## src/hw/pfs_defs.svh

```systemverilog
// register offsets, field layout and role codes for the pin role select bank
`ifndef PFS_DEFS_SVH
`define PFS_DEFS_SVH

`define PFS_OFS_SEL_30_39   12'h000
`define PFS_OFS_SEL_40_49   12'h004
`define PFS_ADDR_W          12
`define PFS_FIELD_W         3
`define PFS_PINS_PER_REG    10
`define PFS_PIN_BASE        30
`define PFS_USED_BITS       30
`define PFS_REG_RESET       32'h0000_0000
`define PFS_SEL_RESET       30'h0000_0000
`define PFS_FIELD_RESET     3'h0
`define PFS_CODE_INPUT      3'h0
`define PFS_CODE_OUTPUT     3'h1
`define PFS_CODE_ALT0       3'h4
`define PFS_CODE_ALT1       3'h5
`define PFS_CODE_ALT2       3'h6
`define PFS_CODE_ALT3       3'h7
`define PFS_CODE_ALT4       3'h3
`define PFS_CODE_ALT5       3'h2
`define PFS_NUM_ALT         6
`define PFS_PSTRB_W         4

`endif

```

## src/hw/pfs_pkg.sv

```systemverilog
// types shared by the pin role select bank
package pfs_pkg;

	// role a pin takes, decoded from its select field
	typedef enum logic [2:0] {
		PFS_ROLE_INPUT,
		PFS_ROLE_OUTPUT,
		PFS_ROLE_ALT0,
		PFS_ROLE_ALT1,
		PFS_ROLE_ALT2,
		PFS_ROLE_ALT3,
		PFS_ROLE_ALT4,
		PFS_ROLE_ALT5
	} pfs_role_t;

	typedef logic [2:0] pfs_field_t;

endpackage

```

## src/hw/pfs_select_bank.sv

```systemverilog
// apb register bank selecting the role of pins 30 to 49
//
// Chosen here: the register addresses and the APB interface to the registers.
`timescale 1ns/1ps
`include "pfs_defs.svh"

module pfs_select_bank
	import pfs_pkg::*;
#(
	parameter int NUM_PINS = 2 * `PFS_PINS_PER_REG
)
(
	input  wire logic                          clk,
	input  wire logic                          rst_n,
	input  wire logic                          psel,
	input  wire logic                          penable,
	input  wire logic                          pwrite,
	input  wire logic [`PFS_ADDR_W-1:0]        paddr,
	input  wire logic [31:0]                   pwdata,
	input  wire logic [`PFS_PSTRB_W-1:0]       pstrb,
	output logic [31:0]                        prdata,
	output logic                               pready,
	output logic                               pslverr,
	input  wire logic [NUM_PINS-1:0]           swOut,
	input  wire logic [NUM_PINS*`PFS_NUM_ALT-1:0] altOut,
	input  wire logic [NUM_PINS*`PFS_NUM_ALT-1:0] altOe,
	output logic [NUM_PINS-1:0]                padOut,
	output logic [NUM_PINS-1:0]                padOe,
	output pfs_pkg::pfs_role_t                 pinRole [NUM_PINS]
);
	import pfs_pkg::*;

	// the field map is fixed at two full registers
	if (NUM_PINS != 2 * `PFS_PINS_PER_REG)
	begin : g_bad_pins
		$error("pfs_select_bank: NUM_PINS must equal two registers");
	end

	logic [`PFS_USED_BITS-1:0] selLo_q;
	logic [`PFS_USED_BITS-1:0] selHi_q;
	logic                      access;
	logic                      hitLo;
	logic                      hitHi;

	// byte-lane merge limited to the implemented field bits
	function automatic logic [`PFS_USED_BITS-1:0] merge(
		input logic [`PFS_USED_BITS-1:0] old,
		input logic [31:0]               wd,
		input logic [`PFS_PSTRB_W-1:0]   strb
	);
		logic [31:0] m;
		m = 32'(old);
		for (int b = 0; b < `PFS_PSTRB_W; b++)
			if (strb[b])
				m[b*8 +: 8] = wd[b*8 +: 8];
		return m[`PFS_USED_BITS-1:0];
	endfunction

	// one-wait slave: pready rises in the cycle after the first access cycle
	assign access = psel & penable & ~pready;
	assign hitLo  = (paddr == `PFS_OFS_SEL_30_39);
	assign hitHi  = (paddr == `PFS_OFS_SEL_40_49);

	always_ff @(posedge clk)
	begin
		if (!rst_n)
			selLo_q <= `PFS_SEL_RESET;
		else if (access && pwrite && hitLo)
			selLo_q <= merge(selLo_q, pwdata, pstrb);
	end

	always_ff @(posedge clk)
	begin
		if (!rst_n)
			selHi_q <= `PFS_SEL_RESET;
		else if (access && pwrite && hitHi)
			selHi_q <= merge(selHi_q, pwdata, pstrb);
	end

	// one-cycle ready pulse ends every access
	always_ff @(posedge clk)
	begin
		if (!rst_n)
			pready <= 1'b0;
		else
			pready <= access;
	end

	// unmapped address errors rather than silently aliasing
	always_ff @(posedge clk)
	begin
		if (!rst_n)
			pslverr <= 1'b0;
		else
			pslverr <= access & ~(hitLo | hitHi);
	end

	// top two bits read as zero
	always_ff @(posedge clk)
	begin
		if (!rst_n)
			prdata <= `PFS_REG_RESET;
		else if (access && !pwrite && hitLo)
			prdata <= {2'h0, selLo_q};
		else if (access && !pwrite && hitHi)
			prdata <= {2'h0, selHi_q};
		else
			prdata <= `PFS_REG_RESET;
	end

	logic [2*`PFS_USED_BITS-1:0] allSel;
	assign allSel = {selHi_q, selLo_q};

	// field i of the pair serves pin 30+i, lowest bits first
	for (genvar i = 0; i < NUM_PINS; i++)
	begin : g_pin
		pfs_pin_route u_route (
			.clk     (clk),
			.rst_n   (rst_n),
			.roleSel (allSel[i*`PFS_FIELD_W +: `PFS_FIELD_W]),
			.swOut   (swOut[i]),
			.altOut  (altOut[i*`PFS_NUM_ALT +: `PFS_NUM_ALT]),
			.altOe   (altOe[i*`PFS_NUM_ALT +: `PFS_NUM_ALT]),
			.padOut  (padOut[i]),
			.padOe   (padOe[i]),
			.role    (pinRole[i])
		);
	end

endmodule // pfs_select_bank

```

## src/hw/pfs_pin_route.sv

```systemverilog
// one pin's output routing, driven by its registered select field
`timescale 1ns/1ps
`include "pfs_defs.svh"

module pfs_pin_route
	import pfs_pkg::*;
(
	input  wire logic                       clk,
	input  wire logic                       rst_n,
	input  wire pfs_pkg::pfs_field_t        roleSel,
	input  wire logic                       swOut,
	input  wire logic [`PFS_NUM_ALT-1:0]    altOut,
	input  wire logic [`PFS_NUM_ALT-1:0]    altOe,
	output logic                            padOut,
	output logic                            padOe,
	output pfs_pkg::pfs_role_t              role
);
	import pfs_pkg::*;

	pfs_role_t roleD;
	logic      outD;
	logic      oeD;

	always_comb
	begin
		roleD = PFS_ROLE_INPUT;
		outD  = 1'b0;
		oeD   = 1'b0;
		unique case (roleSel)
			`PFS_CODE_INPUT:
			begin
				roleD = PFS_ROLE_INPUT;
			end
			`PFS_CODE_OUTPUT:
			begin
				roleD = PFS_ROLE_OUTPUT;
				outD  = swOut;
				oeD   = 1'b1;
			end
			`PFS_CODE_ALT0:
			begin
				roleD = PFS_ROLE_ALT0;
				outD  = altOut[0];
				oeD   = altOe[0];
			end
			`PFS_CODE_ALT1:
			begin
				roleD = PFS_ROLE_ALT1;
				outD  = altOut[1];
				oeD   = altOe[1];
			end
			`PFS_CODE_ALT2:
			begin
				roleD = PFS_ROLE_ALT2;
				outD  = altOut[2];
				oeD   = altOe[2];
			end
			`PFS_CODE_ALT3:
			begin
				roleD = PFS_ROLE_ALT3;
				outD  = altOut[3];
				oeD   = altOe[3];
			end
			`PFS_CODE_ALT4:
			begin
				roleD = PFS_ROLE_ALT4;
				outD  = altOut[4];
				oeD   = altOe[4];
			end
			`PFS_CODE_ALT5:
			begin
				roleD = PFS_ROLE_ALT5;
				outD  = altOut[5];
				oeD   = altOe[5];
			end
		endcase
	end

	// registered so the pad never sees decode glitches
	always_ff @(posedge clk)
	begin
		if (!rst_n)
		begin
			padOut <= 1'b0;
			padOe  <= 1'b0;
			role   <= PFS_ROLE_INPUT;
		end
		else
		begin
			padOut <= outD;
			padOe  <= oeD;
			role   <= roleD;
		end
	end

endmodule // pfs_pin_route

```

## config.mk

```make
export PLATFORM = sky130hd
export DESIGN_NAME = pfs_select_bank
export DESIGN_NICKNAME = d
export VERILOG_FILES = /design/src/hw/pfs_pkg.sv /design/src/hw/pfs_select_bank.sv /design/src/hw/pfs_pin_route.sv
export VERILOG_INCLUDE_DIRS = /design/src /design/src/hw
export SDC_FILE = /design/constraint.sdc
export NUM_CORES = 1
export LEC_CHECK = 0
export BUFFER_PORTS_ARGS = -buffer_cell sky130_fd_sc_hd__buf_4
export CORE_AREA = 4 4 173 175
export CTS_CLUSTER_SIZE = 8
export DETAILED_ROUTE_END_ITERATION = 8
export DIE_AREA = 0 0 177 179
export PLACE_DENSITY = 0.6
export REMOVE_ABC_BUFFERS = 1
export SETUP_SLACK_MARGIN = 0.15
export SLEW_MARGIN = 0
export SYNTH_ARGS = -nofsm -noshare
export SYNTH_HDL_FRONTEND = slang
export SYNTH_SLANG_ARGS = --single-unit
```

## constraint.sdc

```tcl
create_clock -name clk -period 1.8 [get_ports clk]
set_clock_uncertainty 0.1 [all_clocks]
set_input_delay 0 -clock clk [delete_from_list [all_inputs] [get_ports clk]]
set_output_delay 0 -clock clk [all_outputs]
set_load 0.01 [all_outputs]
```

==> flow_summary.yaml, run 1 <==
synth:
  synth_cells: 998
  ys_warn_count: 0
  synth-edff-count: 0
  yosysSeqAreaShare_pct: 42.5
  ys_seq_elements: 192
  synthArstFlopShare_pct: 0
  dominantRegCellSynth: "dfxtp_1"
  syn_area_per_cell_um2: 9.07
  syn-cell-area_mm2: 0.00905
  ys_types: 51
setup_path:
  start_kind: "primary input"
  critPathMaxFanout: 9
  crit_required_ns: 2.04
  worstSetupPathType: "in -> reg"
  arrival_ns: 1.81
  cp-end-kind: "flip-flop"
clock_network:
  clock_latency_ns: 0.43
  post-cts-setup-buffers: 0
  cts_buffer_depth: 2
  cts_tree: "built"
  clock_sinks: 192
  root_buffer: "clkbuf_16"
  cts.clk_slew.worst_paths_ns: 0.07
  cts_buffers: 17
  h-tree-depth: 4
place:
  port_buffers: 442
  place_hpwl_um: 24800
  gp_congestion: 0.814
  dp_cells: 1745
drt:
  routed_wl_um: 35700
  viasPerCell: 4.68
  first_pass_iters: 4
  drt_iter0_markers: 345
  detail-route-antenna-nets: 0
  detail_route.wl_per_cell_um: 17.4
  vias: 9611
  drc: 0
power_and_ir_drop:
  clockPowerShare_pct: 39.6
  comb_power_share_pct: 14.1
  p_sw_w: 0.00219
  ir_drop_mv: 0.602
  seqPwrFrac_pct: 46.4
  intPower_w: 0.00697
  leakagePower_nw: 7.10
  sw_frac_of_total_pct: 23.9
  power.density_mw_per_mm2: 573
cells_and_area:
  final_cells: 2052
  syn_to_final_growth_pct: 76.4
  drive_gt1_share_pct: 33.5
  nets: 1969
floorplan:
  core-area_mm2: 0.0285
  start_util_pct: 31.8
  boundaryPins: 447
  fp.dieW_um: 177
  row_count: 62
  die_area_mm2: 0.0317
  die_h_um: 179
grt:
  grt_pass1_vias: 10098
  grt_antenna_before_repair: 3
  grt.total_usage_pct: 21.5
  overflow: 0
  grt_start_max_net_pins: 47
  grt_pass1_wl_um: 53600
sta:
  hold_violations: 0
  max_freq_ghz: 0.640
  finalSetupTns_ns: 0
  setup_viol: 0
  period_minus_slack_ns: 1.56
  rsz0062_at_grt: "false"
  slew_headroom_pct: 66.4
  slew_viol_final: 0
  worstMarginPinSlew_ns: 0.504
  finalCritPeriodShare_pct: 86.9
run_status:
  outcome: "complete, no violations"
hold_path:
  hp-class: "in -> reg"
run:
  drv_cap: 0
-- repair_timing --
item	in CTS	in global routing
hold buffers	273	0
hold endpoints to repair	106	0
endpoints found under the setup margin	3	8
gates resized for setup	2	3
-- sequential cells by signal (all words and copies together) (netlist names) --
| register | count |
|---|---|
| pslverr | 1 |
| prdata | 30 |
| selHi_q | 30 |
| selLo_q | 30 |
| pready | 1 |
| g_pin.u_route.padOut | 20 |
| g_pin.u_route.padOe | 20 |
| g_pin.u_route.role | 60 |
-- power groups by stage --
stage,registers [W],logic (W),clock network [W]
global placement,0.00435,0.000756,0
floorplan,0.00435,0.000134,0
global route,0.00425,0.00137,0.00395
CTS,0.00425,0.00126,0.00376
finish,0.00425,0.00129,0.00362
detailed placement,0.00435,0.000767,0
-- cell usage in the layout (no fill, tap or decap), types with 6 or more instances in the layout --
master and count:
and3_1 7, dlygate4sd3_1 273, clkbuf_16 17, dfxtp_1 190, a211oi_1 14, a221oi_1 12
xor2_1 6, xnor2_1 24, nand2b_1 14, nor2_1 73, a22oi_1 6, inv_1 37
nor3_1 13, a21oi_1 47, mux4_2 10, buf_4 483, o22ai_1 11, buf_12 10
nand3b_1 11, o21ai_0 25, mux2_2 10, a22o_1 35, mux2i_1 107, nor2b_1 30
nand2_1 118, nand3_1 15
-- per-layer routing --
| metal | vias to the layer above | GRT usage, % | wire (µm) |
|---|---|---|---|
| met5 | - | 0 | 0 |
| met4 | 0 | 8.70 | 1350 |
| met3 | 83 | 5.63 | 2470 |
| met2 | 380 | 39.7 | 18200 |
| met1 | 4453 | 23.4 | 13600 |
| li1 | 4695 | - | - |
-- through the flow --
| step | instance area, µm² | setup WS, ns | hold slack (ns) | total power (W) | utilization, % |
|---|---|---|---|---|---|
| finish | 16000 | 0.236 | 0.00923 | 0.00916 | 56.1 |
| detailed placement | 12700 | 0.153 | 0.157 | 0.00511 | 44.5 |
| global placement | 12700 | 0.170 | 0.149 | 0.00510 | 44.5 |
| global route | 16000 | 0.155 | 0.0410 | 0.00957 | 56.1 |
| floorplan | 8360 | 0.113 | 0.0151 | 0.00448 | - |
| CTS | 16000 | 0.221 | 0.000151 | 0.00927 | 56.0 |
-- path summary, 6_finish.rpt --
check / cells after the start / to / start / slack, ns
worst max register to register: 5 / prdata[29] / pready / 0.25
worst min-delay path: 5 / g_pin[13].u_route.padOut / altOut[79] / 0.009
worst max-delay path: 8 / selHi_q[14] / paddr[9] / 0.24
worst min register to register: 2 / selHi_q[17] / selHi_q[17] / 0.42
-- critical path: stages --
cell	delay (ns)
dlygate4sd3_1	0.54
buf_4	0.14
nor3_1	0.18
and3_1	0.23
buf_12	0.15
and3_1	0.21
buf_12	0.16
mux2i_1	0.20
-- cell type report --
class                   instances  area [µm²]
diodes                          3        7.51
clock inverters                13         120
multi-input cells             638        4390
inverters                      38         143
repair buffers                766        6560
clock buffers                  18         429
flip-flops and latches        192        3850
well taps                     384         480
fillers                      2382       12500
-- cell families after synthesis --
kind of cell	after synthesis	share of synthesized area, %
adder cells (fa/ha/maj)	3	0.415
other	1	0.0414
XOR/XNOR	30	2.90
flip-flops	192	42.5
AND/OR/NAND/NOR	300	16.1
buffers and inverters	169	9.23
AO/OA/AOI/OAI	176	13.3
multiplexers	127	15.6
-- cell usage after synthesis, types with 10 or more instances --
| master | n | area [µm²] |
|---|---|---|
| a22o_1 | 35 | 307 |
| a211oi_1 | 14 | 105 |
| a221oi_1 | 12 | 105 |
| nor3_1 | 13 | 65.1 |
| mux2i_1 | 107 | 1070 |
| inv_1 | 38 | 143 |
| dfxtp_1 | 192 | 3840 |
| mux2_2 | 10 | 113 |
| nor2b_1 | 30 | 188 |
| nand2_1 | 118 | 443 |
| nand2b_1 | 14 | 87.6 |
| mux4_2 | 10 | 225 |
| nand3b_1 | 11 | 82.6 |
| nand3_1 | 15 | 75.1 |
| o21ai_0 | 25 | 125 |
| buf_4 | 51 | 383 |
| o22ai_1 | 11 | 68.8 |
| xnor2_1 | 24 | 210 |
| clkbuf_1 | 62 | 233 |
| nor2_1 | 73 | 274 |
| a21oi_1 | 47 | 235 |
| buf_1 | 10 | 37.5 |
(Power assumes the default switching activity.)
==> run 2: changes to the inputs <==
--- a/config.mk
+++ b/config.mk
@@ -10,3 +10,3 @@
 export CORE_AREA = 4 4 173 175
-export CTS_CLUSTER_SIZE = 8
+export CTS_CLUSTER_SIZE = 30
 export DETAILED_ROUTE_END_ITERATION = 8
==> constraint.sdc (replaced) <==
create_clock -name clk -period 1.8 [get_ports clk]
set_clock_uncertainty 0.1 [all_clocks]
set_input_delay 0.18 -clock clk [delete_from_list [all_inputs] [get_ports clk]]
set_output_delay 0.18 -clock clk [all_outputs]
set_load 0.01 [all_outputs]
==> flow_summary.yaml, run 2 (synthesized netlist as in run 1, its figures left out) <==
run_status:
  outcome: "complete, no violations"
drt:
  vias: 8502
  detail_route.wl_per_cell_um: 17.1
  viasPerCell: 4.65
  drc: 0
  detail-route-antenna-nets: 0
  first_pass_iters: 5
  routed_wl_um: 31200
  drt_iter0_markers: 305
hold_path:
  hp-class: "in -> reg"
  hold_depth: 4
clock_network:
  h-tree-depth: 4
  cts.clk_slew.worst_paths_ns: 0.08
  clock_sinks: 192
  post-cts-setup-buffers: 0
  cts_buffer_depth: 2
  root_buffer: "clkbuf_16"
  cts_buffers: 17
  clock_latency_ns: 0.43
  cts_tree: "built"
sta:
  finalCritPeriodShare_pct: 86.8
  setup_viol: 0
  finalSetupTns_ns: 0
  hold_violations: 0
  rsz0062_at_grt: "true"
  max_freq_ghz: 0.640
  slew_viol_final: 0
  period_minus_slack_ns: 1.56
cells_and_area:
  nets: 1746
  regMostFlops: "g_pin.u_route.role"
  fin_util_pct: 48.4
  syn_to_final_growth_pct: 52.2
  antennaDiodeCount: 0
  largest_reg_flops: 60
  final_cell_mix: "buf_4, dfxtp_1, nand2_1"
  final_common_cell: "buf_4"
  drive_gt1_share_pct: 38.9
grt:
  grt.total_usage_pct: 18.4
  grt_pass1_wl_um: 45600
  overflow: 0
  grt_pass1_vias: 8385
  grt_antenna_before_repair: 1
  grt_start_max_net_pins: 42
setup_path:
  reg2reg_depth: 4
  start_kind: "primary input"
  critPathMaxFanout: 6
  worstSetupPathType: "in -> reg"
  arrival_ns: 1.77
  crit_required_ns: 2.01
  cp-end-kind: "flip-flop"
floorplan:
  core-area_mm2: 0.0285
  row_count: 62
  boundaryPins: 447
  die_area_mm2: 0.0317
  start_util_pct: 31.8
  die_h_um: 179
  fp.dieW_um: 177
place:
  place_hpwl_um: 24700
  port_buffers: 442
  gp_congestion: 0.793
run:
  drv_cap: 0
power_and_ir_drop:
  power.density_mw_per_mm2: 653
  ir_drop_mv: 0.524
  totalPowerFinal_w: 0.00900
  leakagePower_nw: 6.19
## run 2: cell types whose count changed in the layout (fill, tap and decap cells not counted), sizes merged
cell and change:
buf +4, bufinv +1, clkinv -3, diode -3, dlygate4sd3 -227, inv +3
## run 2: per-layer routing
layer / vias to the layer above / track usage, % / wire length [µm]
li1: 4242 / - / -
met1: 3934 / 21.7 / 12700
met2: 297 / 32.9 / 15500
met3: 27 / 5.29 / 2370
met4: 2 / 4.74 / 547
met5: - / 0 / 7
## run 2: worst max-delay path: stages
cell and delay [ns]:
dlygate4sd3_1 0.54, buf_4 0.17, inv_1 0.12, and4_1 0.22
buf_6 0.16, nand3_2 0.21, mux2i_1 0.18
## run 2: final timing paths
check	startpoint	endpoint	slack, ns
setup / recovery	paddr[2]	selLo_q[28]	0.24
hold / removal	altOe[94]	g_pin[15].u_route.padOe	0.02
setup reg to reg	selHi_q[17]	g_pin[15].u_route.padOut	0.25
hold reg to reg	selHi_q[17]	selHi_q[17]	0.43
## run 2: stage by stage
step | std cells | cell area [µm²] | worst slack, ns | hold slack [ns]
floorplan | 868 | 8360 | 0.0494 | 0.195
global placement | 1749 | 12700 | 0.0205 | 0.334
CTS | 1827 | 13800 | 0.188 | 0.00577
detailed placement | 1749 | 12700 | 0.0150 | 0.327
global route | 1827 | 13800 | 0.143 | 0.0190
finish | 1827 | 13800 | 0.238 | 0.0228
## run 2: where the power goes
| part | switching [W] | internal (W) | leakage (nW) |
|---|---|---|---|
| Combinational | 0.000274 | 0.000578 | 4.35 |
| Clock | 0.00190 | 0.00200 | 0.294 |
| Sequential | 0.00000107 | 0.00424 | 1.55 |
| Total | 0.00218 | 0.00682 | 6.19 |
## run 2: what timing repair did
| item | in CTS | in global routing |
|---|---|---|
| setup endpoints to repair | 0 | 25 |
| hold endpoints to repair | 74 | 0 |
| resized for setup | 0 | 5 |
| hold buffers | 46 | 0 |
## run 2: final cells by class
type / instances / area, µm²
Timing Repair Buffer: 543 / 4330
Clock inverter: 14 / 165
Sequential cell: 192 / 3850
Fill cell: 2717 / 14700
Inverter: 38 / 143
Tap cell: 384 / 480
Multi-Input combinational cell: 638 / 4380
Clock buffer: 18 / 429
==> run 3: changes to the inputs <==
- ABC_AREA: default -> 1
- CORE_AREA: 4 4 173 175 -> 4 4 172 174
- DIE_AREA: 0 0 177 179 -> 0 0 176 178
- PLACE_DENSITY: 0.6 -> 0.63
==> flow_summary.yaml, run 3 <==
sta:
  slew_viol_final: 0
  finalCritPeriodShare_pct: 87.7
  max_freq_ghz: 0.633
  hold_violations: 0
  hold_ws_ns: 0.0150
  setup_viol: 0
  period_minus_slack_ns: 1.58
  rsz0062_at_grt: "false"
  finalSetupTns_ns: 0
  fin_ws_ns: 0.221
floorplan:
  core-area_mm2: 0.0278
  boundaryPins: 447
  fp.dieW_um: 176
  die_h_um: 178
  die_area_mm2: 0.0313
  row_count: 61
  start_util_pct: 34.8
power_and_ir_drop:
  comb_power_share_pct: 10.0
  intPower_w: 0.00676
  power.density_mw_per_mm2: 605
  seqPwrFrac_pct: 48.1
  p_sw_w: 0.00206
  clockPowerShare_pct: 41.8
  leakagePower_nw: 7.30
  sw_frac_of_total_pct: 23.4
  totalPowerFinal_w: 0.00882
  ir_drop_mv: 0.458
clock_network:
  cts_buffer_depth: 2
  clock_sinks: 192
  cts_buffers: 17
  cts.clk_slew.worst_paths_ns: 0.07
  cts_tree: "built"
  root_buffer: "clkbuf_16"
  clock_latency_ns: 0.41
  h-tree-depth: 4
hold_path:
  hold_depth: 5
  min_from: "altOe[110]"
  hp-class: "in -> reg"
grt:
  grt_pass1_vias: 10713
  grt_start_max_net_pins: 81
  grt_antenna_before_repair: 0
  overflow: 0
  grt.total_usage_pct: 22.0
  grt_pass1_wl_um: 55200
setup_path:
  crit_required_ns: 2.02
  worstSetupPathType: "reg -> reg"
  start_kind: "flip-flop"
  arrival_ns: 1.80
  crit_path_start: "selLo_q[13]"
  reg2reg_depth: 6
  reg2reg_from: "selLo_q[13]"
  critPathMaxFanout: 9
  cp-end-kind: "flip-flop"
synth:
  synth_commonest_cells: "nand2_1, nor2_1, dfxtp_1"
  synth_top_area_share_pct: 39.8
  syn-cell-area_mm2: 0.00967
  syn_area_per_cell_um2: 6.77
  synth_cells: 1428
  dominantRegCellSynth: "dfxtp_1"
  synthMostInstantiatedCell: "nand2_1"
  synth-edff-count: 0
  ys_top_cells_by_area: "dfxtp_1, nand2_1, nor2_1, inv_1, nand3_1"
  yosysTopAreaCell: "dfxtp_1"
  synthArstFlopShare_pct: 0
  ys_types: 35
  yosysSeqAreaShare_pct: 39.8
  ys_seq_elements: 192
  ys_warn_count: 0
cells_and_area:
  ff_latch_area_mm2: 0.00384
  drive_gt1_share_pct: 27.6
  final_common_cell: "buf_4"
  final_cells: 2290
  fillers: 2807
  syn_to_final_growth_pct: 50.8
  largest_reg_flops: 60
  final_cell_mix: "buf_4, nand2_1, nor2_1"
  multiInputGateArea_mm2: 0.00457
  regMostFlops: "g_pin.u_route.role"
  nets: 2215
drt:
  first_pass_iters: 5
  detail-route-antenna-nets: 0
  routed_wl_um: 36300
  vias: 11010
  drt_iter0_markers: 539
  viasPerCell: 4.81
  detail_route.wl_per_cell_um: 15.8
  drc: 0
run:
  drv_cap: 0
place:
  port_buffers: 442
  dp_cells: 2174
  gp_congestion: 0.921
  pre_cts_ws_ns: 0.0717
  place_hpwl_um: 28300
run_status:
  outcome: "complete, no violations"
-- run 3: changes by cell type in the layout (fill, tap and decap cells not counted), sizes merged, moves of 25 or more --
cell,change
o22ai,+43
nand4,+63
nor3,+25
a22o,-35
nor2b,-30
dlygate4sd3,+26
mux2i,-107
inv,+133
nor2,+167
nand2,+204
nand3,+93
-- run 3: layout make-up --
type / instances / share of cell area, %
tap: 378 / 3.24
clock buffer: 19 / 2.97
sequential: 192 / 26.4
clock inverter: 12 / 0.901
multi-input combinational: 957 / 31.4
antenna: 1 / 0.0172
inverter: 183 / 4.74
timing repair buffer: 548 / 30.4
-- run 3: per-stage QoR --
stage | cell area [µm²] | util, %
2_1_floorplan | 9080 | -
3_3_place_gp | 13100 | 47.1
3_5_place_dp | 13100 | 47.1
4_1_cts | 14400 | 51.9
5_1_grt | 14600 | 52.5
6_report | 14600 | 52.5
-- run 3: power groups by stage --
| stage | Clock, W | Sequential (W) | Combinational (W) |
|---|---|---|---|
| floorplan | 0 | 0.00435 | 0.0000857 |
| global placement | 0 | 0.00435 | 0.000747 |
| detailed placement | 0 | 0.00435 | 0.000747 |
| CTS | 0.00381 | 0.00425 | 0.000883 |
| global route | 0.00397 | 0.00425 | 0.000951 |
| finish | 0.00369 | 0.00425 | 0.000887 |
-- run 3: worst max-delay path, stage by stage, from the launching register on --
cell	delay, ns
dfxtp_1	0.47
clkinvlp_4	0.23
nor3_1	0.30
nand2_1	0.08
nand2_1	0.07
nor2_1	0.05
a21oi_1	0.19
-- run 3: cells by family (layout without fill, tap and decap cells) --
| group | after synthesis | count (layout) | share of synthesized area, % |
|---|---|---|---|
| fa+ha+maj | 3 | 3 | 0.388 |
| simple gates | 793 | 793 | 36.7 |
| compound gates | 159 | 159 | 9.86 |
| other cells | 1 | 3 | 0.0388 |
| buf+inv | 280 | 762 | 13.2 |
| flops | 192 | 192 | 39.8 |
-- run 3: what timing repair did --
action	in CTS	in global routing
setup buffers	2	10
resized for setup	1	5
hold buffers	72	0
pin swaps	1	6
setup endpoints to repair	3	52
endpoints found under the hold margin	86	0
-- run 3: path summary, 6_finish.rpt --
kind	to	slack (ns)
setup reg to reg	g_pin[4].u_route.padOut	0.22
setup / recovery	g_pin[4].u_route.padOut	0.22
hold / removal	g_pin[18].u_route.padOe	0.01
hold reg to reg	g_pin[11].u_route.role[2]	0.41
-- run 3: per-layer routing --
layer  track usage, %  share of wire [%]  up-vias
li1                 -                  -     5545
met4             8.19                3.3        0
met3             6.61                8.6       62
met2             37.9                 49      453
met5                0                  0        -
met1             26.0                 40     4950
